===== src/rlc_cfg.svh =====
`ifndef RLC_CFG_SVH
`define RLC_CFG_SVH

// ****************************************************************
// Register addresses
// ****************************************************************
`define RLC_ADDR_IDLE     8'h39
`define RLC_ADDR_EQ       8'h3A
`define RLC_ADDR_SWING    8'h3B
`define RLC_ADDR_DEEMPH   8'h3C
`define RLC_ADDR_THRESH   8'h3D
`define RLC_ADDR_RSVD     8'h3E
`define RLC_ADDR_FORCE    8'h3F
`define RLC_NUM_REGS      7

// ****************************************************************
// Reset values
// ****************************************************************
`define RLC_RST_IDLE      8'h00
`define RLC_RST_EQ        8'h2F
`define RLC_RST_SWING     8'hAD
`define RLC_RST_DEEMPH    8'h02
`define RLC_RST_THRESH    8'h00
`define RLC_RST_RSVD      8'h00
`define RLC_RST_FORCE     8'h00

// ****************************************************************
// Write masks for the bus and for the EEPROM load
// ****************************************************************
`define RLC_BUS_MASK_DEEMPH 8'h1F
`define RLC_EE_MASK_IDLE    8'h3C
`define RLC_EE_MASK_EQ      8'hFF
`define RLC_EE_MASK_SWING   8'hFF
`define RLC_EE_MASK_DEEMPH  8'h07
`define RLC_EE_MASK_THRESH  8'h0F
`define RLC_EE_MASK_NONE    8'h00

// ****************************************************************
// Field positions
// ****************************************************************
`define RLC_IDLE_MANUAL   5
`define RLC_IDLE_SEL      4
`define RLC_FAR_RECEIVER_DETECT_MODE_HI      3
`define RLC_FAR_RECEIVER_DETECT_MODE_LO      2
`define RLC_SWING_SCP     7
`define RLC_SWING_GEN     6
`define RLC_FORCE_OFF     2
`define RLC_FORCE_ON      1

// ****************************************************************
// Receiver-detect codes and timing
// ****************************************************************
`define RLC_FAR_RECEIVER_DETECT_MODE_HIZ     2'h0
`define RLC_FAR_RECEIVER_DETECT_MODE_ONCE    2'h1
`define RLC_FAR_RECEIVER_DETECT_MODE_REPEAT  2'h2
`define RLC_FAR_RECEIVER_DETECT_MODE_FIFTY   2'h3
`define RLC_CLK_PERIOD_NS 100
`define RLC_TEST_EVERY_NS 12000000
`define RLC_TEST_CYC      (`RLC_TEST_EVERY_NS / `RLC_CLK_PERIOD_NS)
`define RLC_TEST_LIMIT    6'h32
`define RLC_PROBE_CYC     4
`define RLC_CNT_W         24

`endif


===== src/rlc_pkg.sv =====
package rlc_pkg;

	typedef enum logic {
		RLC_TERM_HIZ   = 1'b0,
		RLC_TERM_FIFTY = 1'b1
	} rlc_term_type;

	typedef enum logic [2:0] {
		RLC_DET_OFF   = 3'h0,
		RLC_DET_WAIT  = 3'h1,
		RLC_DET_PROBE = 3'h3,
		RLC_DET_FOUND = 3'h2,
		RLC_DET_GIVEUP = 3'h6
	} rlc_det_state_type;

	typedef struct packed {
		logic [7:0] equalizerLevel;
		logic       scpEnable;
		logic       earlyGenSelect;
		logic [2:0] outputSwing;
		logic [2:0] deemphasisLevel;
		logic [1:0] assertThreshold;
		logic [1:0] deassertThreshold;
	} rlc_lane_cfg_type;

endpackage : rlc_pkg


===== src/rlc_sync2.sv =====
module rlc_sync2 #(
	parameter int WIDTH = 1
) (
	input  wire logic             mclk,
	input  wire logic             rst,
	input  wire logic [WIDTH-1:0] asyncIn,
	output logic      [WIDTH-1:0] syncOut
);

	logic [WIDTH-1:0] stage1_r;

	always_ff @(posedge mclk) begin
		if (rst) begin
			stage1_r <= '0;
			syncOut  <= '0;
		end else begin
			stage1_r <= asyncIn;
			syncOut  <= stage1_r;
		end
	end

endmodule : rlc_sync2


===== src/rlc_far_receiver_detect_mode_seq.sv =====
`include "rlc_cfg.svh"

module rlc_far_receiver_detect_mode_seq #(
	parameter int TEST_CYC = `RLC_TEST_CYC
) (
	input  wire logic       mclk,
	input  wire logic       rst,
	input  wire logic [1:0] detMode,
	input  wire logic       rxSeen,
	output logic            probe_r,
	output logic            found_r
);

	rlc_pkg::rlc_det_state_type state_r;
	rlc_pkg::rlc_det_state_type state_nxt;
	logic [1:0]            modeLast_r;
	logic [`RLC_CNT_W-1:0] cnt_r;
	logic [`RLC_CNT_W-1:0] cnt_nxt;
	logic [5:0]            tries_r;
	logic [5:0]            tries_nxt;
	wire logic modeAuto = (detMode == `RLC_FAR_RECEIVER_DETECT_MODE_ONCE)
		|| (detMode == `RLC_FAR_RECEIVER_DETECT_MODE_REPEAT);
	wire logic restart = !modeAuto || (detMode != modeLast_r);
	wire logic [`RLC_CNT_W-1:0] gapLoad =
		`RLC_CNT_W'(TEST_CYC - `RLC_PROBE_CYC - 1);

	// ****************************************************************
	// Test scheduling
	// ****************************************************************
	always_comb begin
		state_nxt = state_r;
		cnt_nxt   = cnt_r;
		tries_nxt = tries_r;
		case (state_r)
			rlc_pkg::RLC_DET_OFF: begin
				tries_nxt = 6'h0;
				cnt_nxt   = gapLoad;
				state_nxt = rlc_pkg::RLC_DET_WAIT;
			end
			rlc_pkg::RLC_DET_WAIT: begin
				if (cnt_r == '0) begin
					state_nxt = rlc_pkg::RLC_DET_PROBE;
					cnt_nxt   = `RLC_CNT_W'(`RLC_PROBE_CYC - 1);
					// Saturate so the endless mode cannot wrap the count.
					tries_nxt = (tries_r == `RLC_TEST_LIMIT) ? tries_r
						: tries_r + 6'h1;
				end else begin
					cnt_nxt = cnt_r - `RLC_CNT_W'(1);
				end
			end
			rlc_pkg::RLC_DET_PROBE: begin
				if (rxSeen) begin
					state_nxt = rlc_pkg::RLC_DET_FOUND;
				end else if (cnt_r != '0) begin
					cnt_nxt = cnt_r - `RLC_CNT_W'(1);
				end else if (detMode == `RLC_FAR_RECEIVER_DETECT_MODE_ONCE
						&& tries_r == `RLC_TEST_LIMIT) begin
					state_nxt = rlc_pkg::RLC_DET_GIVEUP;
				end else begin
					state_nxt = rlc_pkg::RLC_DET_WAIT;
					cnt_nxt   = gapLoad;
				end
			end
			default: begin
			end
		endcase
		if (restart) begin
			state_nxt = rlc_pkg::RLC_DET_OFF;
		end
	end

	always_ff @(posedge mclk) begin
		if (rst) begin
			state_r    <= rlc_pkg::RLC_DET_OFF;
			modeLast_r <= 2'h0;
			cnt_r      <= '0;
			tries_r    <= 6'h0;
			probe_r    <= 1'b0;
			found_r    <= 1'b0;
		end else begin
			state_r    <= state_nxt;
			modeLast_r <= detMode;
			cnt_r      <= cnt_nxt;
			tries_r    <= tries_nxt;
			probe_r    <= state_nxt == rlc_pkg::RLC_DET_PROBE;
			found_r    <= state_nxt == rlc_pkg::RLC_DET_FOUND;
		end
	end

	try_limit_a:
	assert property (@(posedge mclk) disable iff (rst)
		tries_r <= `RLC_TEST_LIMIT)
		else $error("more receiver tests than allowed");

	endless_repeat_a:
	assert property (@(posedge mclk) disable iff (rst)
		(detMode == `RLC_FAR_RECEIVER_DETECT_MODE_REPEAT && $stable(detMode))
		|-> state_r != rlc_pkg::RLC_DET_GIVEUP)
		else $error("repeat mode stopped testing");

	probe_length_a:
	assert property (@(posedge mclk) disable iff (rst)
		($rose(probe_r) && !rxSeen && !restart) |=> probe_r)
		else $error("probe window too short");

endmodule : rlc_far_receiver_detect_mode_seq


===== src/rlc_lane_regs.sv =====
// Behaviour
// - Manual-idle bit selects manual or automatic muting.
// - Manual idle mutes output when select is one.
// - Detect code 00 high impedance, 11 fifty ohm.
// - Code 01 tests every 12 ms, fifty times.
// - Code 10 tests every 12 ms until found.
// - Auto modes hold high impedance until detection.
// - Equalizer byte read/write, reset value 2F.
// - Swing bit 7 enables short-circuit protection.
// - Rate override bit selects early generations.
// - Swing field selects 0.7 V to 1.4 V.
// - De-emphasis bit 7 reports receiver found.
// - Bits 6:5 report rate when pin automatic.
// - De-emphasis field selects 0 to -12 dB.
// - Threshold fields select assert and deassert levels.
// - Force-off bit forces signal detect off.
// - Force-on bit forces signal detect on unless force-off is also set.
`include "rlc_cfg.svh"

module rlc_lane_regs #(
	parameter int TEST_CYC = `RLC_TEST_CYC
) (
	input  wire logic                      mclk,
	input  wire logic                      rst,
	input  wire logic [7:0]                regAddr,
	input  wire logic [7:0]                regWrData,
	input  wire logic                      regWrEn,
	input  wire logic                      regRdEn,
	output logic      [7:0]                regRdData_r,
	input  wire logic [7:0]                eeAddr,
	input  wire logic [7:0]                eeData,
	input  wire logic                      eeLoadEn,
	input  wire logic                      autoIdlePin,
	input  wire logic                      farReceiverPin,
	input  wire logic                      rateAutoPin,
	input  wire logic [1:0]                detectedRatePin,
	input  wire logic                      nextSignalPin,
	output logic                           outputMute_r,
	output rlc_pkg::rlc_term_type          termination_r,
	output logic                           receiverProbe_r,
	output rlc_pkg::rlc_lane_cfg_type      laneCfg_r,
	output logic                           nextSignalDetect_r
);

	// ****************************************************************
	// Pin synchronisers
	// ****************************************************************
	logic       autoIdleS;
	logic       farReceiverS;
	logic       rateAutoS;
	logic [1:0] detectedRateS;
	logic       nextSignalS;

	rlc_sync2 #(.WIDTH(5)) pinSync (
		.mclk    (mclk),
		.rst     (rst),
		.asyncIn ({autoIdlePin, farReceiverPin, rateAutoPin,
			detectedRatePin}),
		.syncOut ({autoIdleS, farReceiverS, rateAutoS, detectedRateS})
	);

	rlc_sync2 #(.WIDTH(1)) nextSync (
		.mclk    (mclk),
		.rst     (rst),
		.asyncIn (nextSignalPin),
		.syncOut (nextSignalS)
	);

	// ****************************************************************
	// Register storage
	// ****************************************************************
	logic [7:0] idleReg_r;
	logic [7:0] eqReg_r;
	logic [7:0] swingReg_r;
	logic [7:0] deemphReg_r;
	logic [7:0] threshReg_r;
	logic [7:0] rsvdReg_r;
	logic [7:0] forceReg_r;
	logic       found;

	wire logic wrIdle   = regWrEn && regAddr == `RLC_ADDR_IDLE;
	wire logic wrEq     = regWrEn && regAddr == `RLC_ADDR_EQ;
	wire logic wrSwing  = regWrEn && regAddr == `RLC_ADDR_SWING;
	wire logic wrDeemph = regWrEn && regAddr == `RLC_ADDR_DEEMPH;
	wire logic wrThresh = regWrEn && regAddr == `RLC_ADDR_THRESH;
	wire logic wrRsvd   = regWrEn && regAddr == `RLC_ADDR_RSVD;
	wire logic wrForce  = regWrEn && regAddr == `RLC_ADDR_FORCE;

	wire logic eeIdle   = eeLoadEn && eeAddr == `RLC_ADDR_IDLE;
	wire logic eeEq     = eeLoadEn && eeAddr == `RLC_ADDR_EQ;
	wire logic eeSwing  = eeLoadEn && eeAddr == `RLC_ADDR_SWING;
	wire logic eeDeemph = eeLoadEn && eeAddr == `RLC_ADDR_DEEMPH;
	wire logic eeThresh = eeLoadEn && eeAddr == `RLC_ADDR_THRESH;

	// A bus write in the same cycle as a load wins, since it is the
	// later intent of software.
	function automatic logic [7:0] rlc_merge(
		input logic [7:0] cur,
		input logic       eeHit,
		input logic [7:0] eeMask,
		input logic       wrHit,
		input logic [7:0] wrMask
	);
		logic [7:0] v;
		v = cur;
		if (eeHit) begin
			v = (v & ~eeMask) | (eeData & eeMask);
		end
		if (wrHit) begin
			v = (v & ~wrMask) | (regWrData & wrMask);
		end
		return v;
	endfunction : rlc_merge

	wire logic [7:0] idleNxt = rlc_merge(idleReg_r, eeIdle,
		`RLC_EE_MASK_IDLE, wrIdle, 8'hFF);
	wire logic [7:0] eqNxt = rlc_merge(eqReg_r, eeEq,
		`RLC_EE_MASK_EQ, wrEq, 8'hFF);
	wire logic [7:0] swingNxt = rlc_merge(swingReg_r, eeSwing,
		`RLC_EE_MASK_SWING, wrSwing, 8'hFF);
	wire logic [7:0] deemphNxt = rlc_merge(deemphReg_r, eeDeemph,
		`RLC_EE_MASK_DEEMPH, wrDeemph, `RLC_BUS_MASK_DEEMPH);
	wire logic [7:0] threshNxt = rlc_merge(threshReg_r, eeThresh,
		`RLC_EE_MASK_THRESH, wrThresh, 8'hFF);
	wire logic [7:0] rsvdNxt = rlc_merge(rsvdReg_r, 1'b0,
		`RLC_EE_MASK_NONE, wrRsvd, 8'hFF);
	wire logic [7:0] forceNxt = rlc_merge(forceReg_r, 1'b0,
		`RLC_EE_MASK_NONE, wrForce, 8'hFF);

	always_ff @(posedge mclk) begin
		if (rst) begin
			idleReg_r   <= `RLC_RST_IDLE;
			eqReg_r     <= `RLC_RST_EQ;
			swingReg_r  <= `RLC_RST_SWING;
			deemphReg_r <= `RLC_RST_DEEMPH;
			threshReg_r <= `RLC_RST_THRESH;
			rsvdReg_r   <= `RLC_RST_RSVD;
			forceReg_r  <= `RLC_RST_FORCE;
		end else begin
			idleReg_r   <= idleNxt;
			eqReg_r     <= eqNxt;
			swingReg_r  <= swingNxt;
			deemphReg_r <= deemphNxt;
			threshReg_r <= threshNxt;
			rsvdReg_r   <= rsvdNxt;
			forceReg_r  <= forceNxt;
		end
	end

	// ****************************************************************
	// Read path
	// ****************************************************************
	// The detector code is meaningless unless the pin asks for it, so
	// software sees zero rather than a stale guess.
	// rate valid in auto
	wire logic [1:0] rateReport = rateAutoS ? detectedRateS : 2'h0;
	wire logic [7:0] deemphRead = {found, rateReport, deemphReg_r[4:0]};
	logic [7:0] rdMux;

	always_comb begin
		case (regAddr)
			`RLC_ADDR_IDLE:   rdMux = idleReg_r;
			`RLC_ADDR_EQ:     rdMux = eqReg_r;
			`RLC_ADDR_SWING:  rdMux = swingReg_r;
			`RLC_ADDR_DEEMPH: rdMux = deemphRead;
			`RLC_ADDR_THRESH: rdMux = threshReg_r;
			`RLC_ADDR_RSVD:   rdMux = rsvdReg_r;
			`RLC_ADDR_FORCE:  rdMux = forceReg_r;
			default:          rdMux = 8'h00;
		endcase
	end

	always_ff @(posedge mclk) begin
		if (rst) begin
			regRdData_r <= 8'h00;
		end else if (regRdEn) begin
			regRdData_r <= rdMux;
		end
	end

	// ****************************************************************
	// Receiver detection and termination
	// ****************************************************************
	wire logic [1:0] detMode =
		idleReg_r[`RLC_FAR_RECEIVER_DETECT_MODE_HI:`RLC_FAR_RECEIVER_DETECT_MODE_LO];
	logic probe;

	rlc_far_receiver_detect_mode_seq #(.TEST_CYC(TEST_CYC)) far_receiver_detect_mode (
		.mclk    (mclk),
		.rst     (rst),
		.detMode (detMode),
		.rxSeen  (farReceiverS),
		.probe_r (probe),
		.found_r (found)
	);

	wire rlc_pkg::rlc_term_type termNxt =
		(detMode == `RLC_FAR_RECEIVER_DETECT_MODE_FIFTY || (detMode != `RLC_FAR_RECEIVER_DETECT_MODE_HIZ
		&& found)) ? rlc_pkg::RLC_TERM_FIFTY : rlc_pkg::RLC_TERM_HIZ;

	// ****************************************************************
	// Lane controls
	// ****************************************************************
	// mute source
	wire logic muteNxt = idleReg_r[`RLC_IDLE_MANUAL]
		? idleReg_r[`RLC_IDLE_SEL] : autoIdleS;
	wire logic sigNxt = forceReg_r[`RLC_FORCE_OFF] ? 1'b0
		: forceReg_r[`RLC_FORCE_ON] ? 1'b1 : nextSignalS;
	rlc_pkg::rlc_lane_cfg_type cfgNxt;

	always_comb begin
		cfgNxt.equalizerLevel    = eqReg_r;
		cfgNxt.scpEnable         = swingReg_r[`RLC_SWING_SCP];
		cfgNxt.earlyGenSelect    = swingReg_r[`RLC_SWING_GEN];
		cfgNxt.outputSwing       = swingReg_r[2:0];
		cfgNxt.deemphasisLevel   = deemphReg_r[2:0];
		cfgNxt.assertThreshold   = threshReg_r[3:2];
		cfgNxt.deassertThreshold = threshReg_r[1:0];
	end

	always_ff @(posedge mclk) begin
		if (rst) begin
			outputMute_r       <= 1'b0;
			termination_r      <= rlc_pkg::RLC_TERM_HIZ;
			receiverProbe_r    <= 1'b0;
			laneCfg_r          <= '0;
			nextSignalDetect_r <= 1'b0;
		end else begin
			outputMute_r       <= muteNxt;
			termination_r      <= termNxt;
			receiverProbe_r    <= probe;
			laneCfg_r          <= cfgNxt;
			nextSignalDetect_r <= sigNxt;
		end
	end

	// ****************************************************************
	// Checks
	// ****************************************************************
	manual_mute_a:
	assert property (@(posedge mclk) disable iff (rst)
		(idleReg_r[`RLC_IDLE_MANUAL] && idleReg_r[`RLC_IDLE_SEL])
		|=> outputMute_r)
		else $error("manual idle did not mute");

	auto_mute_a:
	assert property (@(posedge mclk) disable iff (rst)
		!idleReg_r[`RLC_IDLE_MANUAL] |=> outputMute_r == $past(autoIdleS))
		else $error("automatic idle not followed");

	fixed_term_a:
	assert property (@(posedge mclk) disable iff (rst)
		detMode == `RLC_FAR_RECEIVER_DETECT_MODE_FIFTY |=> termination_r == rlc_pkg::RLC_TERM_FIFTY)
		else $error("fixed termination not applied");

	hiz_term_a:
	assert property (@(posedge mclk) disable iff (rst)
		(detMode != `RLC_FAR_RECEIVER_DETECT_MODE_FIFTY && !found)
		|=> termination_r == rlc_pkg::RLC_TERM_HIZ)
		else $error("termination on before detection");

	eq_write_a:
	assert property (@(posedge mclk) disable iff (rst)
		(wrEq && !eeEq) |=> ##1 laneCfg_r.equalizerLevel == $past(regWrData, 2))
		else $error("equalizer write not applied");

	status_read_a:
	assert property (@(posedge mclk) disable iff (rst)
		(regRdEn && regAddr == `RLC_ADDR_DEEMPH)
		|=> regRdData_r[7] == $past(found))
		else $error("receiver status misreported");

	gen_select_a:
	assert property (@(posedge mclk) disable iff (rst)
		1'b1 |=> laneCfg_r.earlyGenSelect == $past(swingReg_r[`RLC_SWING_GEN]))
		else $error("rate override not applied");

	force_off_a:
	assert property (@(posedge mclk) disable iff (rst)
		forceReg_r[`RLC_FORCE_OFF] |=> !nextSignalDetect_r)
		else $error("force off not applied");

	force_on_a:
	assert property (@(posedge mclk) disable iff (rst)
		(forceReg_r[`RLC_FORCE_ON] && !forceReg_r[`RLC_FORCE_OFF])
		|=> nextSignalDetect_r)
		else $error("force on not applied");

	swing_map_a:
	assert property (@(posedge mclk) disable iff (rst)
		(wrSwing && !eeSwing)
		|=> ##1 laneCfg_r.outputSwing == $past(regWrData[2:0], 2))
		else $error("swing write not applied");

endmodule : rlc_lane_regs


===== config.mk =====
export PLATFORM = sky130hd
export DESIGN_NAME = rlc_lane_regs
export DESIGN_NICKNAME = d
export VERILOG_FILES = /design/src/rlc_pkg.sv /design/src/rlc_sync2.sv /design/src/rlc_far_receiver_detect_mode_seq.sv /design/src/rlc_lane_regs.sv
export VERILOG_INCLUDE_DIRS = /design/src
export SDC_FILE = /design/constraint.sdc
export NUM_CORES = 1
export LEC_CHECK = 0
export CAP_MARGIN = 25
export CORE_MARGIN = 2
export CORE_UTILIZATION = 60
export CTS_CLUSTER_DIAMETER = 50
export DETAILED_ROUTE_END_ITERATION = 8
export DONT_BUFFER_PORTS = 1
export GPL_ROUTABILITY_DRIVEN = 1
export GPL_TIMING_DRIVEN = 1
export PLACE_DENSITY = 0.79
export SYNTH_ARGS = -nofsm -noshare
export SYNTH_HDL_FRONTEND = slang
export SYNTH_HIERARCHICAL = 1
export SYNTH_SLANG_ARGS = --single-unit
export TNS_END_PERCENT = 10

===== constraint.sdc =====
create_clock -name mclk -period 2.6 [get_ports mclk]
set_input_delay 0.13 -clock mclk [delete_from_list [all_inputs] [get_ports mclk]]
set_output_delay 0.13 -clock mclk [all_outputs]
set_load 0.03 [all_outputs]

* Yosys cells after proc, flatten, opt, wreduce, memory -nomap -nowiden
Cells that the tools add are included.
Word-level totals: register bits after elaboration 137, output and inout port bits 32
Operators by class: mux-type cells 29, add/subtract/negate cells 2, reduce and logical (&&, ||, !) cells 32, bitwise gates (word level) 4, equal/unequal tests 25
Operator list (number):
- 8-bit by 6-bit equality test with 1-bit output (second input constant) | 12
- 24-bit two-way mux | 4
- 8-bit two-way mux | 10
- 24-bit one-hot mux with 3 select lines | 1
- 8-bit one-hot mux with 7 select lines | 1
- 24-bit zero test | 1
- 24-bit nonzero test | 1
- 24-bit by 1-bit subtractor with 24-bit output (second input constant) | 1
- 3-bit two-way mux | 5
- 1-bit logical AND | 14
- 2-bit nonzero test | 7
- 6-bit two-way mux | 2
- 6-bit one-hot mux with 2 select lines | 1
- 3-bit by 2-bit equality test with 1-bit output (second input constant) | 3
- 3-bit one-hot mux with 3 select lines | 1
- 8-bit by 3-bit bitwise OR with 8-bit output | 1
- 8-bit by 4-bit bitwise OR with 8-bit output | 1
- 8-bit by 5-bit bitwise OR with 8-bit output | 1
- 8-bit by 6-bit bitwise OR with 8-bit output | 1
- 6-bit by 1-bit adder with 6-bit output (second input constant) | 1
- 6-bit equality test (second input constant) | 1
- 3-bit AND reduction | 2
- 2-bit equality test (second input constant) | 2
- 2-bit inequality test (second input constant) | 2
- other kinds (12) | 16

* Depth between registers and ports, before layout
depth in word-level cells 8, depth in mapped cells 9, gate-level depth less buffers 8

* Modules after synthesis
Netlist, hierarchy kept.
Modules (own cells, without submodules):
- rlc_lane_regs | area an instance 3824.9 um^2, cells each 377, times used 1
- rlc_far_receiver_detect_mode_seq | area an instance 2208.4 um^2, cells each 262, times used 1
- rlc_sync2 (pinSync) | area an instance 262.8 um^2, cells each 20, times used 1
- rlc_sync2 (nextSync) | area an instance 52.6 um^2, cells each 4, times used 1

* Worst setup path before layout
Ideal clock, no wire load.
kind reg2reg, start point register far_receiver_detect_mode.cnt_r[0], end point register far_receiver_detect_mode.cnt_r[16], arrival 2065 ps, clock period less this slack 2154 ps, required time 2512 ps, slack 446 ps, path buffers 1, cell stages (with the launch flop) 10, library setup time 88 ps, path through dfxtp_1 -> inv_1 -> ha_1 -> nor4b_4 -> nand4_4 -> nor4_4 -> nand2b_1 -> buf_4 -> nor3_1 -> o32ai_2
Between the ends: word-level cells in the longest chain between the ends 4
Ends and longest elaborated chain:
- from (decl) | RTL line rlc_far_receiver_detect_mode_seq.sv:17 | logic [`RLC_CNT_W-1:0] cnt_r;
- from (signal assigned) | RTL line rlc_far_receiver_detect_mode_seq.sv:83 | cnt_r <= cnt_nxt;
- 24-bit by 1-bit subtractor with 24-bit output or 24-bit nonzero test (tied branches) | RTL line rlc_far_receiver_detect_mode_seq.sv:48, rlc_far_receiver_detect_mode_seq.sv:55, rlc_far_receiver_detect_mode_seq.sv:54
- 24-bit two-way mux | RTL line rlc_far_receiver_detect_mode_seq.sv:54 | end else if (cnt_r != '0) begin
- 24-bit two-way mux | RTL line rlc_far_receiver_detect_mode_seq.sv:52 | if (rxSeen) begin
- 24-bit one-hot mux with 3 select lines | RTL line rlc_far_receiver_detect_mode_seq.sv:34 | case (state_r)
Parallel ways exist; a longest one is shown, timed or not. The select of a mux whose other input is x is not followed. A chain may end at the register's enable or synchronous reset.

* Worst setup path after layout
start point register swingReg_r[6], end point register regRdData_r[6]
Between the ends: word-level cells in the longest chain between the ends 1
Ends and longest elaborated chain:
- from (decl) | RTL line rlc_lane_regs.sv:74 | logic [7:0] swingReg_r;
- from (signal assigned) | RTL line rlc_lane_regs.sv:134 | swingReg_r <= `RLC_RST_SWING;
- from (signal assigned) | RTL line rlc_lane_regs.sv:142 | swingReg_r <= swingNxt;
- 8-bit one-hot mux with 7 select lines | RTL line rlc_lane_regs.sv:161 | case (regAddr)
- to (signal assigned) | RTL line rlc_lane_regs.sv:177 | regRdData_r <= rdMux;
- to (decl) | RTL line rlc_lane_regs.sv:29 | output logic [7:0] regRdData_r,
Every way passes these cells.

==> metrics <==
Area contributors post-synth=dfxtp_1 (42%), mux2i_1 (7.7%), nor2_1 (5.3%); main flop type after synthesis=dfxtp_1; syn avg cell area=9.58 um^2; CP startpoint kind=register; Synth async-reset ratio=0%; multi-input logic area=0.00340 mm^2; CP arrival=2.83 ns; area grow syn2layout=17.2%; HP Class=in2reg; per-cell routed wire length=20.2 um; Post-synth EDFFs=0; synth warn=6; Vias=5440; share of the synthesized area in the top cell type=42.3%; TritonCTS clock tree=yes; H-Tree Depth=4; routed wire length=17000 um; status=finished with violations; Pleak=0.00307 uW; share of cells above drive strength 1=11.5%; worst hold slack=-0.0260 ns; share of the yosys chip area belonging to registers=42.3%; RSZ-0062 raised after global routing=false; Max Slew Vio Count=0; number of global-route vias before repair=5355; commonest non-fill, non-tap cell in the layout=dfxtp_1; Max Freq=415 MHz; Ports=75; Rows=37; VDD IR max=388 uV; Final WS setup=0.192 ns; clock-pin slew on the worst setup and hold paths=0.06 ns; Initial Util=61.8%; critical path's slowest cell=dlygate4sd3_1; Port Buf Inserts=0; fin util=72.4%; register area=0.00268 mm^2; Congestion Overflow GR=0; Syn Nets=710; Clock Tree Buf Depth=2; die area=0.0114 mm^2; Final nets=741; final antenna-violating net count=0; kind of end point of the critical path=register; drt initial violations=467; Setup violations, final=0; clock skew=0.00985 ns; Placer Congestion=0.901; Buf/Inv on CP=2; first-pass GRT wire length=27300 um; Vias/cell=6.45; largest stage delay on the critical path=0.56 ns; WP data required=3.03 ns; Root Driver=clkbuf_8; DRC viols=0; failing checks=hold timing; Die Y=107 um; pre-CTS setup slack=0.0935 ns; Die Width=107 um; kind of critical path=reg2reg; Final min period=2.41 ns; worst skew pair latency=0.53 ns; drt first pass iters=6; CP dominant cell by count=dlygate4sd3_1; Hold Vio Cnt, Final=10; Worst-Margin Slew=0.736 ns; PD cells=667 mW/mm^2; crit-path leading delay family=buffers and inverters; CP max FO=3; Netlist Area Pre-Place=0.00635 mm^2; fillers=780; clock sink count=134; antenna diode count=0; largest net degree at the start of global routing=118; post-synth top area cell=dfxtp_1; post-synthesis register bit count=134; Tot GR Track Use=30.9%; critical path, cell by cell=mux4_2, nand3_1, dlygate4sd3_1, o211ai_1, dlygate4sd3_1, a22o_1; core area=0.0103 mm^2; Slew HR=50.8%; fin crit share=92.6%; Final TNS setup=0 ns; maxcap violations=0; post-synthesis cell type count=75; dpl hpwl=10900 um; initial antenna violation count=0; TritonCTS Buffers=17; most frequent cells in the layout=dfxtp_1 (134), nor2_1 (89), mux2i_1 (49), nor2b_1 (40), dlygate4sd3_1 (39); Syn Inst Count=663
## through the flow
step	total power (uW)	instances	instance area, um^2
after floorplan	2330	663	6350
after global placement	2310	770	6370
after detailed placement	2310	770	6370
after CTS	4980	842	7430
after global routing	5100	843	7440
final	4970	843	7440
## layer usage
| metal | vias up | GRT usage, % | wire [um] |
|---|---|---|---|
| met1 | 2618 | 36.8 | 6730 |
| met3 | 62 | 7.48 | 1270 |
| met5 | - | 0 | 0 |
| li1 | 2504 | - | - |
| met4 | 0 | 16.7 | 673 |
| met2 | 256 | 51.5 | 8370 |
## final timing paths
kind	to	slack [ns]	startpoint	cells after the start
worst max-delay path	regRdData_r[6]$_SDFFE_PP0P_	0.19	swingReg_r[6]$_SDFFE_PP0P_	6
worst min-delay path	laneCfg_r[17]$_SDFF_PP0_	-0.03	rst	2
worst max register to register	regRdData_r[6]$_SDFFE_PP0P_	0.19	swingReg_r[6]$_SDFFE_PP0P_	6
worst min register to register	nextSync/syncOut$_SDFF_PP0_	0.44	nextSync/stage1_r$_SDFF_PP0_	1
## where the power goes
| group | switching (uW) | total [uW] | internal (uW) |
|---|---|---|---|
| clock network | 893 | 2600 | 1710 |
| logic | 130 | 239 | 108 |
| registers | 41.1 | 2130 | 2090 |
| total | 1060 | 4970 | 3900 |
## state kept, by name, summed over array words and instances, names as in the netlist
register	cells
regRdData_r	8
far_receiver_detect_mode/probe_r	1
nextSync/syncOut	1
pinSync/syncOut	5
receiverProbe_r	1
threshReg_r	8
swingReg_r	8
laneCfg_r	20
idleReg_r	8
pinSync/stage1_r	5
far_receiver_detect_mode/found_r	1
eqReg_r	8
outputMute_r	1
rsvdReg_r	8
nextSignalDetect_r	1
nextSync/stage1_r	1
far_receiver_detect_mode/cnt_r	24
deemphReg_r	5
far_receiver_detect_mode/modeLast_r	2
far_receiver_detect_mode/tries_r	6
forceReg_r	8
termination_r	1
far_receiver_detect_mode/state_r	3
## final cells by class
type / instances / area share (%)
well taps: 136 / 2.29
clock inverters: 12 / 2.67
repair buffers: 50 / 6.62
inverters: 15 / 0.756
multi-input cells: 476 / 45.6
clock buffers: 20 / 5.98
flip-flops and latches: 134 / 36.0
## cells by family after synthesis
| logic type | Yosys count | share of synthesized area, % |
|---|---|---|
| simple gates | 279 | 26.6 |
| flops | 134 | 42.3 |
| mux | 55 | 9.44 |
| xor+xnor | 11 | 1.52 |
| buf+inv | 53 | 4.28 |
| compound gates | 127 | 15.1 |
| fa+ha+maj | 4 | 0.788 |
## cells in the mapped netlist (all sizes together) (3+ instances only)
master	n
a211oi	17
a21o	6
a21oi	19
a221oi	11
a22o	10
a22oi	5
a311oi	4
a31oi	7
and2	7
and3	5
and4	3
and4b	6
and4bb	3
buf	21
clkbuf	17
dfxtp	134
ha	4
inv	15
mux2	3
mux2i	49
mux4	3
nand2	24
nand2b	4
nand3	26
nand4	10
nand4b	3
nor2	89
nor2b	42
nor3	19
nor4	9
o211ai	4
o21ai	11
o21bai	12
o31ai	4
o32ai	7
or2	5
or3	10
or4	3
xnor2	5
xor2	6
## what timing repair did
item,4_1_cts,5_1_grt
setup endpoints to repair,0,10
hold endpoints to repair,134,0
hold buffers,40,0
setup buffers,0,1
gates resized for setup,0,1
No activity file was read; power rests on OpenSTA's default activity.
